$ cat src/rtl/hub_id_map.svh
`ifndef HUB_ID_MAP_SVH
`define HUB_ID_MAP_SVH

// ----------------------------------------------------------------------
// register offsets
// ----------------------------------------------------------------------
`define HUB_OFS_MAKER_CODE_LOW  8'h01
`define HUB_OFS_MAKER_CODE_HIGH 8'h02
`define HUB_OFS_PART_CODE_LOW   8'h03
`define HUB_OFS_PART_CODE_HIGH  8'h04
`define HUB_OFS_DEVICE_CONFIG   8'h05

// ----------------------------------------------------------------------
// device configuration fields
// ----------------------------------------------------------------------
`define HUB_CFG_RESET           8'h10
`define HUB_CFG_RSVD_ONE        8'h10
`define HUB_CFG_WRITE_MASK      8'hef
`define HUB_CFG_GANGED_BIT      3
`define HUB_CFG_POWER_MODE_BIT  2

// ----------------------------------------------------------------------
// descriptor and misc values
// ----------------------------------------------------------------------
`define HUB_HS_PART_LOW_XOR     8'h02
`define HUB_UNMAPPED_READ       8'h00
`define HUB_STRAP_RESET         2'h0

`endif

$ cat src/rtl/hub_id_pkg.sv
`default_nettype none

package hub_id_pkg;

	// configuration access mode, decoded from the cfg_mode input every cycle
	typedef enum logic [1:0] {
		mode_none   = 2'b00,
		mode_eeprom = 2'b01,
		mode_smbus  = 2'b10,
		mode_spare  = 2'b11
	} cfg_mode_t;

	// state of the strap sampler
	typedef struct packed {
		logic       done;
		logic       pulse;
		logic [1:0] straps;
	} strap_state_t;

	// state of the register bank
	typedef struct packed {
		logic [7:0]  maker_code_low;
		logic [7:0]  maker_code_high;
		logic [7:0]  part_code_low;
		logic [7:0]  part_code_high;
		logic [7:0]  dev_cfg;
		logic [7:0]  rdata;
		logic        rd_valid;
		logic        wr_refused;
		logic        id_from_otp;
		logic [15:0] desc_maker;
		logic [15:0] desc_ss_part;
		logic [15:0] desc_hs_part;
	} bank_state_t;

endpackage

`default_nettype wire

$ cat src/rtl/strap_sampler.sv
`default_nettype none
`include "hub_id_map.svh"

module strap_sampler (
	// clock and reset
	input  wire logic       clk,
	input  wire logic       arst_n,
	// strap pins
	input  wire logic [1:0] strap_in,
	// captured value
	output logic       [1:0] strap_value,
	output logic             strap_pulse
);

	hub_id_pkg::strap_state_t cur;
	hub_id_pkg::strap_state_t next_cur;

	// ------------------------------------------------------------------
	// capture once, on the first edge after reset release
	// ------------------------------------------------------------------
	always_comb begin
		next_cur       = cur;
		next_cur.pulse = 1'b0;
		if (!cur.done) begin
			next_cur.done   = 1'b1;
			next_cur.pulse  = 1'b1;
			next_cur.straps = strap_in;
		end
	end

	always_ff @(posedge clk or negedge arst_n) begin
		if (!arst_n) begin
			cur <= '{done: 1'b0, pulse: 1'b0, straps: `HUB_STRAP_RESET};
		end else begin
			cur <= next_cur;
		end
	end

	assign strap_value = cur.straps;
	assign strap_pulse = cur.pulse;

endmodule

`default_nettype wire

$ cat src/rtl/hub_identity_config_regs.sv
// Notes on behaviour
// - maker code bytes may be rewritten with a customer value.
// - part code bytes may be rewritten with a customer value.
// - identifier bytes writable only unless both fused identifiers are non-zero.
// - with both fused identifiers non-zero, reads return the fused values.
// - superspeed descriptor reports the part code low byte unchanged.
// - usb 2.0 descriptor reports part code low byte with bit 1 inverted.
// - configuration byte resets with bit 4 one, bits 7:5 and 1:0 zero.
// - ganged bit sampled from its strap pin when reset is released.
// - writes only in eeprom-load or smbus mode, byte-wide accesses.
`default_nettype none
`include "hub_id_map.svh"

module hub_identity_config_regs #(
	// factory defaults; values are arbitrary
	parameter logic [7:0] default_maker_code_low  = 8'ha5,
	parameter logic [7:0] default_maker_code_high = 8'h3c,
	parameter logic [7:0] default_part_code_low   = 8'h6e,
	parameter logic [7:0] default_part_code_high  = 8'h2b
) (
	// clock and reset
	input  wire logic        clk,
	input  wire logic        arst_n,
	// strap pins
	input  wire logic        strap_ganged,
	input  wire logic        strap_power_mode,
	// configuration mode
	input  wire logic [1:0]  cfg_mode,
	// fused identifiers
	input  wire logic [15:0] otp_maker_code,
	input  wire logic [15:0] otp_part_code,
	// byte access port
	input  wire logic        cfg_wr_en,
	input  wire logic        cfg_rd_en,
	input  wire logic [7:0]  cfg_addr,
	input  wire logic [7:0]  cfg_wdata,
	output logic      [7:0]  cfg_rdata,
	output logic             cfg_rd_valid,
	output logic             cfg_wr_refused,
	// descriptor values
	output logic      [15:0] desc_maker_code,
	output logic      [15:0] desc_ss_part_code,
	output logic      [15:0] desc_hs_part_code,
	output logic             id_from_otp,
	// configuration byte
	output logic      [7:0]  device_config
);

	hub_id_pkg::bank_state_t cur;
	hub_id_pkg::bank_state_t next_cur;

	logic [1:0]  strap_value;
	logic        strap_pulse;
	logic        otp_lock;
	logic        write_window;
	logic        id_addr;
	logic        addr_mapped;
	logic        wr_block;
	logic [15:0] eff_maker;
	logic [15:0] eff_part;

	// ------------------------------------------------------------------
	// strap sampling
	// ------------------------------------------------------------------
	strap_sampler strap_sampler_inst (
		.clk         (clk),
		.arst_n      (arst_n),
		.strap_in    ({strap_ganged, strap_power_mode}),
		.strap_value (strap_value),
		.strap_pulse (strap_pulse)
	);

	// ------------------------------------------------------------------
	// lock and window decode
	// ------------------------------------------------------------------
	// any bit set in each of both identifiers
	assign otp_lock = (|otp_maker_code) && (|otp_part_code);

	assign write_window =
		(hub_id_pkg::cfg_mode_t'(cfg_mode) == hub_id_pkg::mode_eeprom) ||
		(hub_id_pkg::cfg_mode_t'(cfg_mode) == hub_id_pkg::mode_smbus);

	// ------------------------------------------------------------------
	// address decode
	// ------------------------------------------------------------------
	always_comb begin
		id_addr     = 1'b0;
		addr_mapped = 1'b0;
		if (cfg_addr == `HUB_OFS_MAKER_CODE_LOW) begin
			id_addr     = 1'b1;
			addr_mapped = 1'b1;
		end else if (cfg_addr == `HUB_OFS_MAKER_CODE_HIGH) begin
			id_addr     = 1'b1;
			addr_mapped = 1'b1;
		end else if (cfg_addr == `HUB_OFS_PART_CODE_LOW) begin
			id_addr     = 1'b1;
			addr_mapped = 1'b1;
		end else if (cfg_addr == `HUB_OFS_PART_CODE_HIGH) begin
			id_addr     = 1'b1;
			addr_mapped = 1'b1;
		end else if (cfg_addr == `HUB_OFS_DEVICE_CONFIG) begin
			addr_mapped = 1'b1;
		end else begin
			id_addr     = 1'b0;
			addr_mapped = 1'b0;
		end
	end

	// ------------------------------------------------------------------
	// write gate
	// ------------------------------------------------------------------
	// refused writes
	assign wr_block = !write_window || !addr_mapped ||
		(id_addr && otp_lock);

	assign eff_maker = otp_lock ? otp_maker_code :
		{cur.maker_code_high, cur.maker_code_low};
	assign eff_part = otp_lock ? otp_part_code :
		{cur.part_code_high, cur.part_code_low};

	// ------------------------------------------------------------------
	// next state
	// ------------------------------------------------------------------
	always_comb begin
		next_cur            = cur;
		next_cur.rd_valid   = 1'b0;
		next_cur.wr_refused = 1'b0;
		next_cur.id_from_otp = otp_lock;

		if (strap_pulse) begin
			next_cur.dev_cfg[`HUB_CFG_GANGED_BIT]     = strap_value[1];
			next_cur.dev_cfg[`HUB_CFG_POWER_MODE_BIT] = strap_value[0];
		end

		if (cfg_wr_en) begin
			if (wr_block) begin
				next_cur.wr_refused = 1'b1;
			end else if (cfg_addr == `HUB_OFS_MAKER_CODE_LOW) begin
				next_cur.maker_code_low = cfg_wdata;
			end else if (cfg_addr == `HUB_OFS_MAKER_CODE_HIGH) begin
				next_cur.maker_code_high = cfg_wdata;
			end else if (cfg_addr == `HUB_OFS_PART_CODE_LOW) begin
				next_cur.part_code_low = cfg_wdata;
			end else if (cfg_addr == `HUB_OFS_PART_CODE_HIGH) begin
				next_cur.part_code_high = cfg_wdata;
			end else if (cfg_addr == `HUB_OFS_DEVICE_CONFIG) begin
				next_cur.dev_cfg = (cfg_wdata & `HUB_CFG_WRITE_MASK) |
					`HUB_CFG_RSVD_ONE;
			end
		end

		if (cfg_rd_en) begin
			next_cur.rd_valid = 1'b1;
			if (cfg_addr == `HUB_OFS_MAKER_CODE_LOW) begin
				next_cur.rdata = eff_maker[7:0];
			end else if (cfg_addr == `HUB_OFS_MAKER_CODE_HIGH) begin
				next_cur.rdata = eff_maker[15:8];
			end else if (cfg_addr == `HUB_OFS_PART_CODE_LOW) begin
				next_cur.rdata = eff_part[7:0];
			end else if (cfg_addr == `HUB_OFS_PART_CODE_HIGH) begin
				next_cur.rdata = eff_part[15:8];
			end else if (cfg_addr == `HUB_OFS_DEVICE_CONFIG) begin
				next_cur.rdata = cur.dev_cfg;
			end else begin
				next_cur.rdata = `HUB_UNMAPPED_READ;
			end
		end

		next_cur.desc_maker = eff_maker;
		next_cur.desc_ss_part = eff_part;
		next_cur.desc_hs_part = {eff_part[15:8],
			eff_part[7:0] ^ `HUB_HS_PART_LOW_XOR};
	end

	// ------------------------------------------------------------------
	// state register
	// ------------------------------------------------------------------
	always_ff @(posedge clk or negedge arst_n) begin
		if (!arst_n) begin
			cur.maker_code_low  <= default_maker_code_low;
			cur.maker_code_high <= default_maker_code_high;
			cur.part_code_low   <= default_part_code_low;
			cur.part_code_high  <= default_part_code_high;
			cur.dev_cfg         <= `HUB_CFG_RESET;
			cur.rdata           <= `HUB_UNMAPPED_READ;
			cur.rd_valid        <= 1'b0;
			cur.wr_refused      <= 1'b0;
			cur.id_from_otp     <= 1'b0;
			cur.desc_maker      <= {default_maker_code_high,
				default_maker_code_low};
			cur.desc_ss_part    <= {default_part_code_high,
				default_part_code_low};
			cur.desc_hs_part    <= {default_part_code_high,
				default_part_code_low ^ `HUB_HS_PART_LOW_XOR};
		end else begin
			cur <= next_cur;
		end
	end

	// ------------------------------------------------------------------
	// outputs
	// ------------------------------------------------------------------
	assign cfg_rdata         = cur.rdata;
	assign cfg_rd_valid      = cur.rd_valid;
	assign cfg_wr_refused    = cur.wr_refused;
	assign desc_maker_code   = cur.desc_maker;
	assign desc_ss_part_code = cur.desc_ss_part;
	assign desc_hs_part_code = cur.desc_hs_part;
	assign id_from_otp       = cur.id_from_otp;
	assign device_config     = cur.dev_cfg;

endmodule

`default_nettype wire

$ cat config.mk
export PLATFORM = sky130hd
export DESIGN_NAME = hub_identity_config_regs
export DESIGN_NICKNAME = d
export VERILOG_FILES = /design/src/rtl/hub_id_pkg.sv /design/src/rtl/strap_sampler.sv /design/src/rtl/hub_identity_config_regs.sv
export VERILOG_INCLUDE_DIRS = /design/src /design/src/rtl
export SDC_FILE = /design/constraint.sdc
export NUM_CORES = 1
export LEC_CHECK = 0
export ABC_AREA = 1
export BUFFER_PORTS_ARGS = -buffer_cell sky130_fd_sc_hd__buf_2
export CAP_MARGIN = 15
export CORE_MARGIN = 8
export CORE_UTILIZATION = 50
export DETAILED_ROUTE_END_ITERATION = 6
export HOLD_SLACK_MARGIN = 0.15
export PLACE_DENSITY = 0.85
export SKIP_LAST_GASP = 1
export SLEW_MARGIN = 20
export SYNTH_ARGS = -nofsm -noshare
export SYNTH_HDL_FRONTEND = slang
export SYNTH_HIERARCHICAL = 1
export SYNTH_SLANG_ARGS = --single-unit
$ cat constraint.sdc
create_clock -name clk -period 2.23 [get_ports clk]
set_clock_uncertainty 0.15 [all_clocks]
set_input_delay 0.1115 -clock clk [delete_from_list [all_inputs] [get_ports clk]]
set_output_delay 0.1115 -clock clk [all_outputs]
set_load 0.01 [all_outputs]
==> impl_metrics.tcl, run 1 <==
set metrics [dict create \
    cp-end-kind "flop" \
    clockBufferDepth 2 \
    period_minus_slack_ns 2.11 \
    cp_max_fo 8 \
    track_usage 0.216 \
    cts_buffers 9 \
    syn_nets 660 \
    hp-start "cfg_addr[1]" \
    holdCritPathClass "primary input to flop" \
    final-hold-violation-count 0 \
    areaGrowthSynthToFinish_pct 21.5 \
    gr-total-overflow 0 \
    gp_congestion 0.923 \
    multi_input_area_sq_mm 0.00170 \
    ys_ff_latch 87 \
    crit_chain "dlygate4sd3_1, buf_2, nor2_1, nand2_1, nor2_2, nand2_1, nand2_4, nand2_1, nand2_1, nand2_4, nor2_8, nand2_2, nand2_1, nand2_1" \
    crit_family "simple AND/OR/NAND/NOR gates" \
    setup_tns_ns 0 \
    slew_headroom 0.476 \
    ant_nets 0 \
    grt_start_max_net_pins 33 \
    clk_pin_slew_ns 0.09 \
    initial_utilization 0.511 \
    cp-start-kind "primary input" \
    synth_top_cell_by_area "dfrtp_1" \
    ctsHtreeMaxLevel 3 \
    dieHeight_um 113 \
    seqCellArea_sq_mm 0.00222 \
    grt_pass1_vias 4381 \
    drive_gt1_frac 0.272 \
    yosysMostFrequentCell "nand2_1" \
    outcome "complete, no violations" \
    core_area_sq_mm 0.00920 \
    first_pass_iters 7 \
    die_w_um 113 \
    yosysUniqueCellTypes 27 \
    leakage_nw 3.00 \
    grt_pass1_wl_um 22000 \
    yosys.area.top_type_share 0.282 \
    crit_type "primary input to flop" \
    rsz0062_at_grt "no" \
    crit_start "otp_part_code[11]" \
    setup_viol 0 \
    clk_latency_ns 0.36 \
    tightest_slew_ns 0.784 \
    n_fill_cell 746 \
    cts_tree "done" \
    ys_async_sr_fraction 1.00 \
    yosysWarnings 6 \
    cp_slowest_cell "dlygate4sd3_1" \
    seq_area_frac_synth 0.473 \
    synthTopCellsByCount "191 x nand2_1, 75 x nand3_1, 69 x buf_4, 60 x inv_1, 53 x dfrtp_1" \
    cts_sinks 87 \
    maxCapViolCount 0 \
    ys.flop_type "dfrtp_1" \
    avgRoutedWirePerCell_um 16.6 \
    finalWorstSetupSlack_ns 0.124 \
    slew_viol_final 0 \
    drc 0 \
    dr_total_vias 4366 \
    ios 123 \
    dieArea_sq_mm 0.0128 \
    std_cell_rows 35 \
    max_stage_delay_ns 0.56 \
    fin_crit_sh 0.944 \
    root_buffer "clkbuf_8" \
    p_total_mw 3.18 \
    cp.required_ns 2.33 \
    synth-edff-count 0 \
    nets 775 \
    antenna_found_initial 1 \
    synthTopCellsByArea "dfrtp_1 28%, dfstp_2 19%, nand2_1 15%" \
    drt-total-wl_um 13900 \
    synth_area_sq_mm 0.00470 \
    place_ws_ns 0.226 \
    port_buffers 121 \
    syn_avg_cell_area_sq_um 7.78 \
    cpMostUsedCell "nand2_1" \
    powerDensity_mw_per_mm2 557 \
    cp_num_buf_inv 2 \
    critical_path_arrival_ns 2.20 \
    syn_inst 604 \
    fmax_mhz 475 \
    drtIter0Drc 534 \
    hpwl_um 9660 \
    r2r-start "cur[68]" \
    ir_drop_mv 0.380 \
    viasPerCell 5.22 \
]
[worst register-to-register path, delay by kind of cell (launching register included)]
kind	cells	cell delay [ns]
buffers and inverters	2	0.09
AND/OR/NAND/NOR	6	0.49
flip-flops	1	0.54
[sequential cells by signal, summed over array words and instances, names as in the netlist]
name                            cells
strap_sampler_inst/cur              1
strap_sampler_inst/strap_value      2
cfg_rd_valid                        1
cfg_rdata                           8
device_config                       7
strap_sampler_inst/strap_pulse      1
cfg_wr_refused                      1
desc_ss_part_code                   1
id_from_otp                         1
cur                                32
desc_maker_code                    16
desc_hs_part_code                  16
[timing repair]
item,4_1_cts,5_1_grt
hold buffers,50,0
resized for setup,0,3
setup endpoints to repair,0,33
buffers inserted,0,2
hold endpoints to repair,155,0
[cell families (layout without fill, tap and decap cells)]
kind of cell           after synthesis  count (layout)  share of synthesized area
AND/OR/NAND/NOR                    350             352                      0.330
other                                2               4                    0.00160
XOR/XNOR                             1               1                    0.00187
flip-flops                          87              87                      0.473
multiplexers                         2               2                    0.00426
AO/OA/AOI/OAI                       16              16                     0.0170
buffers and inverters              146             264                      0.173
[area by class of cell]
class / instances / area share
clock inverters: 4 / 0.00833
diodes: 2 / 0.000877
repair buffers: 185 / 0.213
well taps: 111 / 0.0243
flip-flops and latches: 87 / 0.389
clock buffers: 12 / 0.0254
inverters: 63 / 0.0414
multi-input cells: 373 / 0.298
[metrics by stage]
stage               hold slack [ns]  instances  utilization  instance area, sq um
floorplan                    -0.334        604            -                  4700
global placement            -0.0372        765        0.539                  4960
detailed placement          -0.0248        765        0.539                  4960
CTS                           0.153        831        0.615                  5650
global route                  0.206        836        0.620                  5700
finish                        0.162        837        0.621                  5710
[cells in the final DEF (no fill, tap or decap), drive strengths merged]
cell and n:
buf 135, clkbuf 12, diode 2, xor2 1
nand3 75, nor3 2, inv 62, nand3b 10
nor2 47, or2 1, clkinvlp 1, mux2i 2
clkinv 3, dfrtp 53, conb 2, dlygate4sd3 50
and2 17, a21oi 1, nand4 1, o21ai 15
nand2 197, nor4 2, dfstp 34, bufinv 1
[layer usage]
metal  vias to the layer above  global-route usage  part of all wire
li1                       2028                   -                 -
met3                        59              0.0479             0.088
met4                         0               0.119             0.043
met1                      2010               0.248              0.38
met5                         -                   0                 0
met2                       269               0.367              0.49
[power by group]
part | total [mW] | switching [mW] | internal [mW]
Sequential | 1.67 | 0.0266 | 1.64
Combinational | 0.404 | 0.222 | 0.183
Clock | 1.11 | 0.560 | 0.546
[final timing paths]
| kind | slack (ns) | to | depth (start not counted) |
|---|---|---|---|
| max in group asynchronous | 0.42 | cur[90] | 3 |
| min in group asynchronous | 0.29 | cur[88] | 2 |
| max | 0.12 | cur[90] | 14 |
| min reg2reg | 0.31 | strap_sampler_inst/strap_pulse | 1 |
| max reg2reg | 0.91 | cfg_rdata[1] | 8 |
| min | 0.16 | cur[81] | 6 |
(Power assumes the default switching activity.)
==> run 2: changes to the inputs <==
--- a/config.mk
+++ b/config.mk
@@ -9,14 +9,15 @@
 export ABC_AREA = 1
 export BUFFER_PORTS_ARGS = -buffer_cell sky130_fd_sc_hd__buf_2
 export CAP_MARGIN = 15
+export CELL_PAD_IN_SITES_DETAIL_PLACEMENT = 0
+export CELL_PAD_IN_SITES_GLOBAL_PLACEMENT = 2
 export CORE_MARGIN = 8
-export CORE_UTILIZATION = 50
+export CORE_UTILIZATION = 32
 export DETAILED_ROUTE_END_ITERATION = 6
 export HOLD_SLACK_MARGIN = 0.15
-export PLACE_DENSITY = 0.85
+export PLACE_DENSITY = 0.94
 export SKIP_LAST_GASP = 1
 export SLEW_MARGIN = 20
 export SYNTH_ARGS = -nofsm -noshare
 export SYNTH_HDL_FRONTEND = slang
-export SYNTH_HIERARCHICAL = 1
 export SYNTH_SLANG_ARGS = --single-unit
==> run 2 against run 1 <==
- highest routed layer unchanged
- sequential power about the same
- combinational power about the same
- die area grew 48%
- register-to-register slack improved by 0.03 ns
==> impl_metrics.tcl, run 2 <==
set metrics [dict create \
    outcome "complete, no violations" \
    worst-r2r-setup-slack_ns 0.94 \
    dieArea_sq_mm 0.0189 \
    cts_sinks 87 \
    ir_drop_mv 0.364 \
    hpwl_um 10800 \
    seq_area_frac_synth 0.471 \
    cp_num_buf_inv 2 \
    crit_family "simple AND/OR/NAND/NOR gates" \
    leakage_nw 3.02 \
    yosys.area.top_type_share 0.282 \
    crit-reg2reg-capture "cfg_rdata[0]" \
    fmax_mhz 491 \
    layout_common_cells "189 x nand2_1, 120 x buf_2, 74 x nand3_1" \
    dr_total_vias 4059 \
    ys_ff_latch 87 \
    synth_compound_area_frac 0.0170 \
    die_w_um 137 \
    pwr-share-seq 0.488 \
    synth-edff-count 0 \
    initial_utilization 0.325 \
    swShare 0.238 \
    cp_slowest_cell "dlygate4sd3_1" \
    fin_crit_sh 0.913 \
    cp_max_fo 8 \
    powerDensity_mw_per_mm2 586 \
    synthAdderAreaFrac 0 \
    std_cell_rows 44 \
    p_int_mw 2.62 \
    cp-end-kind "flop" \
    ios 123 \
    gr-total-overflow 0 \
    p_switching_mw 0.815 \
    cp.required_ns 2.30 \
    drtIter0Drc 217 \
    ctsHtreeMaxLevel 3 \
    first_pass_iters 5 \
    slew_viol_final 0 \
    finalWorstSetupSlack_ns 0.194 \
    gp_congestion 0.860 \
    cp-endpoint "cur[82]" \
    grt_pass1_vias 4126 \
    synth_area_sq_mm 0.00471 \
    cts_buffers 9 \
    ys_async_sr_fraction 1.00 \
    final-hold-violation-count 0 \
    cts_tree "done" \
    muxShareOfSynthArea 0.00425 \
    track_usage 0.150 \
    tightest_slew_ns 0.541 \
    ant_nets 0 \
    max_stage_delay_ns 0.55 \
    clk_latency_ns 0.33 \
    yosysMostFrequentCell "nand2_1" \
    drt-total-wl_um 14000 \
    maxCapViolCount 0 \
    period_minus_slack_ns 2.04 \
    synthTopCellsByCount "189 x nand2_1, 74 x nand3_1, 64 x buf_4, 58 x inv_1, 53 x dfrtp_1" \
    p_clk_frac 0.395 \
    cp_num_cells 14 \
    grt_start_max_net_pins 51 \
    critical_path_arrival_ns 2.11 \
    grt_pass1_wl_um 21700 \
    crit_type "primary input to flop" \
    drc 0 \
    clockBufferDepth 2 \
    areaGrowthSynthToFinish_pct 24.4 \
    cp-start-kind "primary input" \
    setup_viol 0 \
    yosysWarnings 0 \
    rsz0062_at_grt "yes" \
    synth_simple_gate_area_frac 0.333 \
    dieHeight_um 137 \
    nets 771 \
    drive_gt1_frac 0.272 \
    synthTopCellsByArea "dfrtp_1 28%, dfstp_2 19%, nand2_1 15%" \
    antenna_found_initial 0 \
    cpMostUsedCell "nand2_1" \
    holdCritPathClass "primary input to async pin" \
    combPwrFrac 0.117 \
    largest_register_ffs 32 \
    reg2reg_depth 8 \
    synth_top_cell_by_area "dfrtp_1" \
    crit_chain "dlygate4sd3_1, buf_2, nor2_1, nand2_1, nor2_1, nand2_2, nand2_2, nand2_1, nand2_1, nand2_4, nor2_8, nand2_2, nand2_1, nand2_1" \
    r2r-start "cur[67]" \
    syn_inst 602 \
    yosysUniqueCellTypes 29 \
    place_ws_ns 0.233 \
    final_common_cell "nand2_1" \
    port_buffers 121 \
    synth_xor_area_frac 0.00186 \
    viasPerCell 4.49 \
    root_buffer "clkbuf_16" \
    final_util 0.404 \
    syn_avg_cell_area_sq_um 7.82 \
    core_area_sq_mm 0.0145 \
    clk_pin_slew_ns 0.06 \
    synth_top_family_by_area "simple AND/OR/NAND/NOR gates" \
    ys.flop_type "dfrtp_1" \
    slew_headroom 0.638 \
    crit_start "otp_maker_code[1]" \
    avgRoutedWirePerCell_um 15.5 \
    top_register "cur" \
]
## run 2: cell count changes after synthesis, sizes merged, moves of 2 or more
cell / before / now
nand4: 1 / 3
nor3: 2 / 5
clkbuf: 9 / 6
clkinv: 1 / 3
## run 2: through the flow
| stage | instance area, sq um | setup TNS, ns | std cells | power, mW | hold slack, ns |
|---|---|---|---|---|---|
| 2_1_floorplan | 4710 | 0 | 603 | 1.91 | -0.334 |
| 3_3_place_gp | 5070 | 0 | 837 | 2.03 | -0.0564 |
| 3_5_place_dp | 5070 | 0 | 837 | 2.04 | -0.0468 |
| 4_1_cts | 5800 | 0 | 900 | 3.46 | 0.162 |
| 5_1_grt | 5850 | -0.0403 | 904 | 3.57 | 0.199 |
| 6_report | 5860 | 0 | 905 | 3.43 | 0.143 |
## run 2: how the worst min path moves through the flow
stage	startpoint	end	slack, ns	cells past startpoint
2_1_floorplan	arst_n	cfg_rd_valid	-0.33	0
3_3_place_gp	arst_n	desc_maker_code[4]	-0.06	1
3_5_place_dp	arst_n	desc_maker_code[4]	-0.05	1
4_1_cts	cfg_addr[0]	cur[88]	0.16	5
5_1_grt	arst_n	desc_maker_code[4]	0.20	2
6_report	arst_n	desc_maker_code[4]	0.14	2
## run 2: timing repair
action                                 in CTS  in global routing
endpoints found under the hold margin     149                  0
hold buffers                               47                  0
buffers inserted                            0                  2
setup endpoints to repair                   0                 31
gates resized for setup                     0                  3
## run 2: cells by family (layout without fill, tap and decap cells)
kind of cell              Yosys count  after routing
other                               1              3
and+or+nand+nor                   350            352
xor gates and xnor gates            1              1
muxes                               2              2
buffers and inverters             145            260
DFF                                87             87
AOI/OAI and AO/OA                  16             16
## run 2: layer usage
layer,GRT usage,vias up,share of wire
met5,0,-,0
met4,0.0561,0,0.022
met3,0.0241,18,0.054
met2,0.243,113,0.48
met1,0.196,1911,0.45
li1,-,2017,-
## run 2: power groups by stage
stage	clock (mW)	sequential, mW	combinational (mW)
finish	1.35	1.67	0.402
global route	1.45	1.68	0.444
detailed placement	0	1.70	0.338
CTS	1.38	1.68	0.404
global placement	0	1.70	0.336
floorplan	0	1.69	0.215
## run 2: area by class of cell
type | count | area, sq um
Clock buffer | 15 | 258
Inverter | 64 | 240
Fill cell | 1501 | 8620
Timing Repair Buffer | 180 | 1190
Clock inverter | 1 | 5.00
Antenna cell | 1 | 2.50
Sequential cell | 87 | 2220
Multi-Input combinational cell | 373 | 1710
Tap cell | 184 | 230
## run 2: worst reg2reg max path: stages (launching register included)
cell	delay, ns
dfstp_2	0.53
inv_1	0.05
nand2_1	0.09
nand3_1	0.11
nand2_1	0.10
inv_1	0.04
nand2_1	0.06
nand2_1	0.06
nand2_1	0.06
==> run 3: changes to the inputs <==
--- a/config.mk
+++ b/config.mk
@@ -15,7 +15,9 @@
 export CORE_UTILIZATION = 32
 export DETAILED_ROUTE_END_ITERATION = 6
 export HOLD_SLACK_MARGIN = 0.15
+export MAX_ROUTING_LAYER = met4
 export PLACE_DENSITY = 0.94
+export REMOVE_ABC_BUFFERS = 1
 export SKIP_LAST_GASP = 1
 export SLEW_MARGIN = 20
 export SYNTH_ARGS = -nofsm -noshare
==> run 3 against run 2 <==
- largest cell class unchanged
- sequential share of layout area is essentially flat
- utilization is essentially flat
- final cell count shrank 0.11%
- critical path depth is the same
- register-to-register slack lost 0.02 ns
==> impl_metrics.tcl, run 3 (synthesized netlist as in run 2, its figures left out) <==
set metrics [dict create \
    outcome "complete, no violations" \
    grtUsageMet1 0.199 \
    dr_total_vias 4072 \
    pwr-share-seq 0.480 \
    crit-reg2reg-capture "cfg_rdata[5]" \
    grt.met3_usage 0.0361 \
    reg2reg_depth 8 \
    clk_latency_ns 0.34 \
    drtIter0Drc 254 \
    p_clk_frac 0.406 \
    n_fill_cell 1507 \
    fin_crit_sh 0.936 \
    cp-start-kind "primary input" \
    areaGrowthSynthToFinish_pct 24.2 \
    cp-endpoint "cur[71]" \
    ir_drop_mv 0.352 \
    die_w_um 137 \
    cp_slowest_cell "dlygate4sd3_1" \
    gp_congestion 0.817 \
    largest_register_ffs 32 \
    top_register "cur" \
    dieArea_sq_mm 0.0189 \
    ctsHtreeMaxLevel 3 \
    grt_pass1_vias 4118 \
    setup_viol 0 \
    ant_nets 0 \
    grt.busiest_layer "met2" \
    grt_start_max_net_pins 45 \
    cpMostUsedCell "nand2_1" \
    fmax_mhz 479 \
    initial_utilization 0.325 \
    combPwrFrac 0.114 \
    rsz0062_at_grt "yes" \
    first_pass_iters 4 \
    drive_gt1_frac 0.274 \
    dieHeight_um 137 \
    grt_use_met2 0.234 \
    p_int_mw 2.65 \
    tightest_slew_ns 0.595 \
    port_buffers 121 \
    core_area_sq_mm 0.0145 \
    whs_ns 0.154 \
    cp.required_ns 2.36 \
    crit_start "otp_part_code[8]" \
    avgRoutedWirePerCell_um 15.1 \
    cp_num_cells 14 \
    period_minus_slack_ns 2.09 \
    swShare 0.239 \
    hpwl_um 10300 \
    final_common_cell "nand2_1" \
    cts_sinks 87 \
    critical_path_arrival_ns 2.22 \
    dpl-instance-area_sq_mm 0.00507 \
    cp-end-kind "flop" \
    dp_cells 839 \
    cts_buffers 9 \
    nets 771 \
    final_cell_count_no_fill 904 \
    antenna_found_initial 0 \
    antenna_cells 0 \
    gr-total-overflow 0 \
    cp_num_buf_inv 3 \
    drt-total-wl_um 13700 \
    multi_input_area_sq_mm 0.00170 \
    cts_tree "done" \
    std_cell_rows 44 \
    final_area_sq_mm 0.00585 \
    clk_pin_slew_ns 0.06 \
    max_stage_delay_ns 0.53 \
    final-hold-violation-count 0 \
    maxCapViolCount 0 \
    crit_chain "dlygate4sd3_1, buf_2, nor2_1, nand2_1, nor2_2, nand2_1, nand2_4, nand2_1, nand2_1, nand2_2, nor2_8, buf_4, nand3_1, nand2_1" \
    p_total_mw 3.48 \
    seqCellArea_sq_mm 0.00222 \
    worst-r2r-setup-slack_ns 0.92 \
    cp_max_fo 7 \
    crit_type "primary input to flop" \
    drc 0 \
    p_switching_mw 0.833 \
    layout_common_cells "189 x nand2_1, 120 x buf_2, 74 x nand3_1" \
    viasPerCell 4.50 \
    holdCritPathClass "primary input to async pin" \
    leakage_nw 3.04 \
    ios 123 \
    slew_headroom 0.603 \
    r2r-start "cur[72]" \
    powerDensity_mw_per_mm2 595 \
    grt_pass1_wl_um 21400 \
    slew_viol_final 0 \
    root_buffer "clkbuf_16" \
    track_usage 0.152 \
    crit_family "simple AND/OR/NAND/NOR gates" \
    clockBufferDepth 2 \
]
[run 3: cell count changes in the layout (fill, tap and decap cells not counted)]
cell | previous run | this run
diode_2 | 1 | 0
nand2_4 | 1 | 2
buf_8 | 1 | 0
clkinv_2 | 1 | 0
clkbuf_8 | 1 | 2
buf_6 | 0 | 2
nand2_2 | 6 | 5
nor2_4 | 2 | 0
buf_12 | 1 | 0
nor2_1 | 41 | 40
buf_4 | 11 | 13
nor2_2 | 2 | 3
[run 3: timing repair]
action / CTS / global route
hold buffers: 47 / 0
resized for setup: 0 / 7
setup buffers: 0 / 2
setup endpoints to repair: 0 / 40
hold endpoints to repair: 140 / 0
[run 3: worst min-delay path by stage]
stage	from	to	slack, ns	depth (start not counted)
finish	arst_n	cfg_wr_refused	0.15	2
detailed placement	arst_n	cfg_wr_refused	-0.0009	1
floorplan	arst_n	cfg_rd_valid	-0.33	0
global route	arst_n	id_from_otp	0.20	2
CTS	cfg_mode[1]	cur[80]	0.16	6
global placement	arst_n	cfg_wr_refused	-0.01	1
[run 3: final cells by class]
class / instances / area share
Tap cell: 184 / 0.0394
Sequential cell: 87 / 0.379
Timing Repair Buffer: 182 / 0.204
Inverter: 64 / 0.0411
Clock buffer: 16 / 0.0464
Multi-Input combinational cell: 371 / 0.290
[run 3: power by group through the flow]
| stage | combinational, mW | clock, mW | sequential (mW) |
|---|---|---|---|
| after floorplan | 0.103 | 0 | 1.73 |
| after global placement | 0.332 | 0 | 1.70 |
| after detailed placement | 0.335 | 0 | 1.70 |
| after CTS | 0.401 | 1.46 | 1.67 |
| after global routing | 0.440 | 1.52 | 1.68 |
| final | 0.395 | 1.41 | 1.67 |
[run 3: per-layer routing]
| layer | share of wire | wire length [um] |
|---|---|---|
| met1 | 0.48 | 6540 |
| met2 | 0.46 | 6270 |
| met5 | 0 | 0 |
| met4 | 0.0085 | 116 |
| met3 | 0.055 | 750 |
[run 3: through the flow]
step / setup WS (ns) / setup TNS (ns) / utilization
detailed placement: 0.234 / 0 / 0.350
CTS: 0.0507 / 0 / 0.402
global placement: 0.243 / 0 / 0.350
global route: -0.0291 / -0.151 / 0.404
floorplan: -0.141 / -2.73 / -
finish: 0.143 / 0 / 0.404
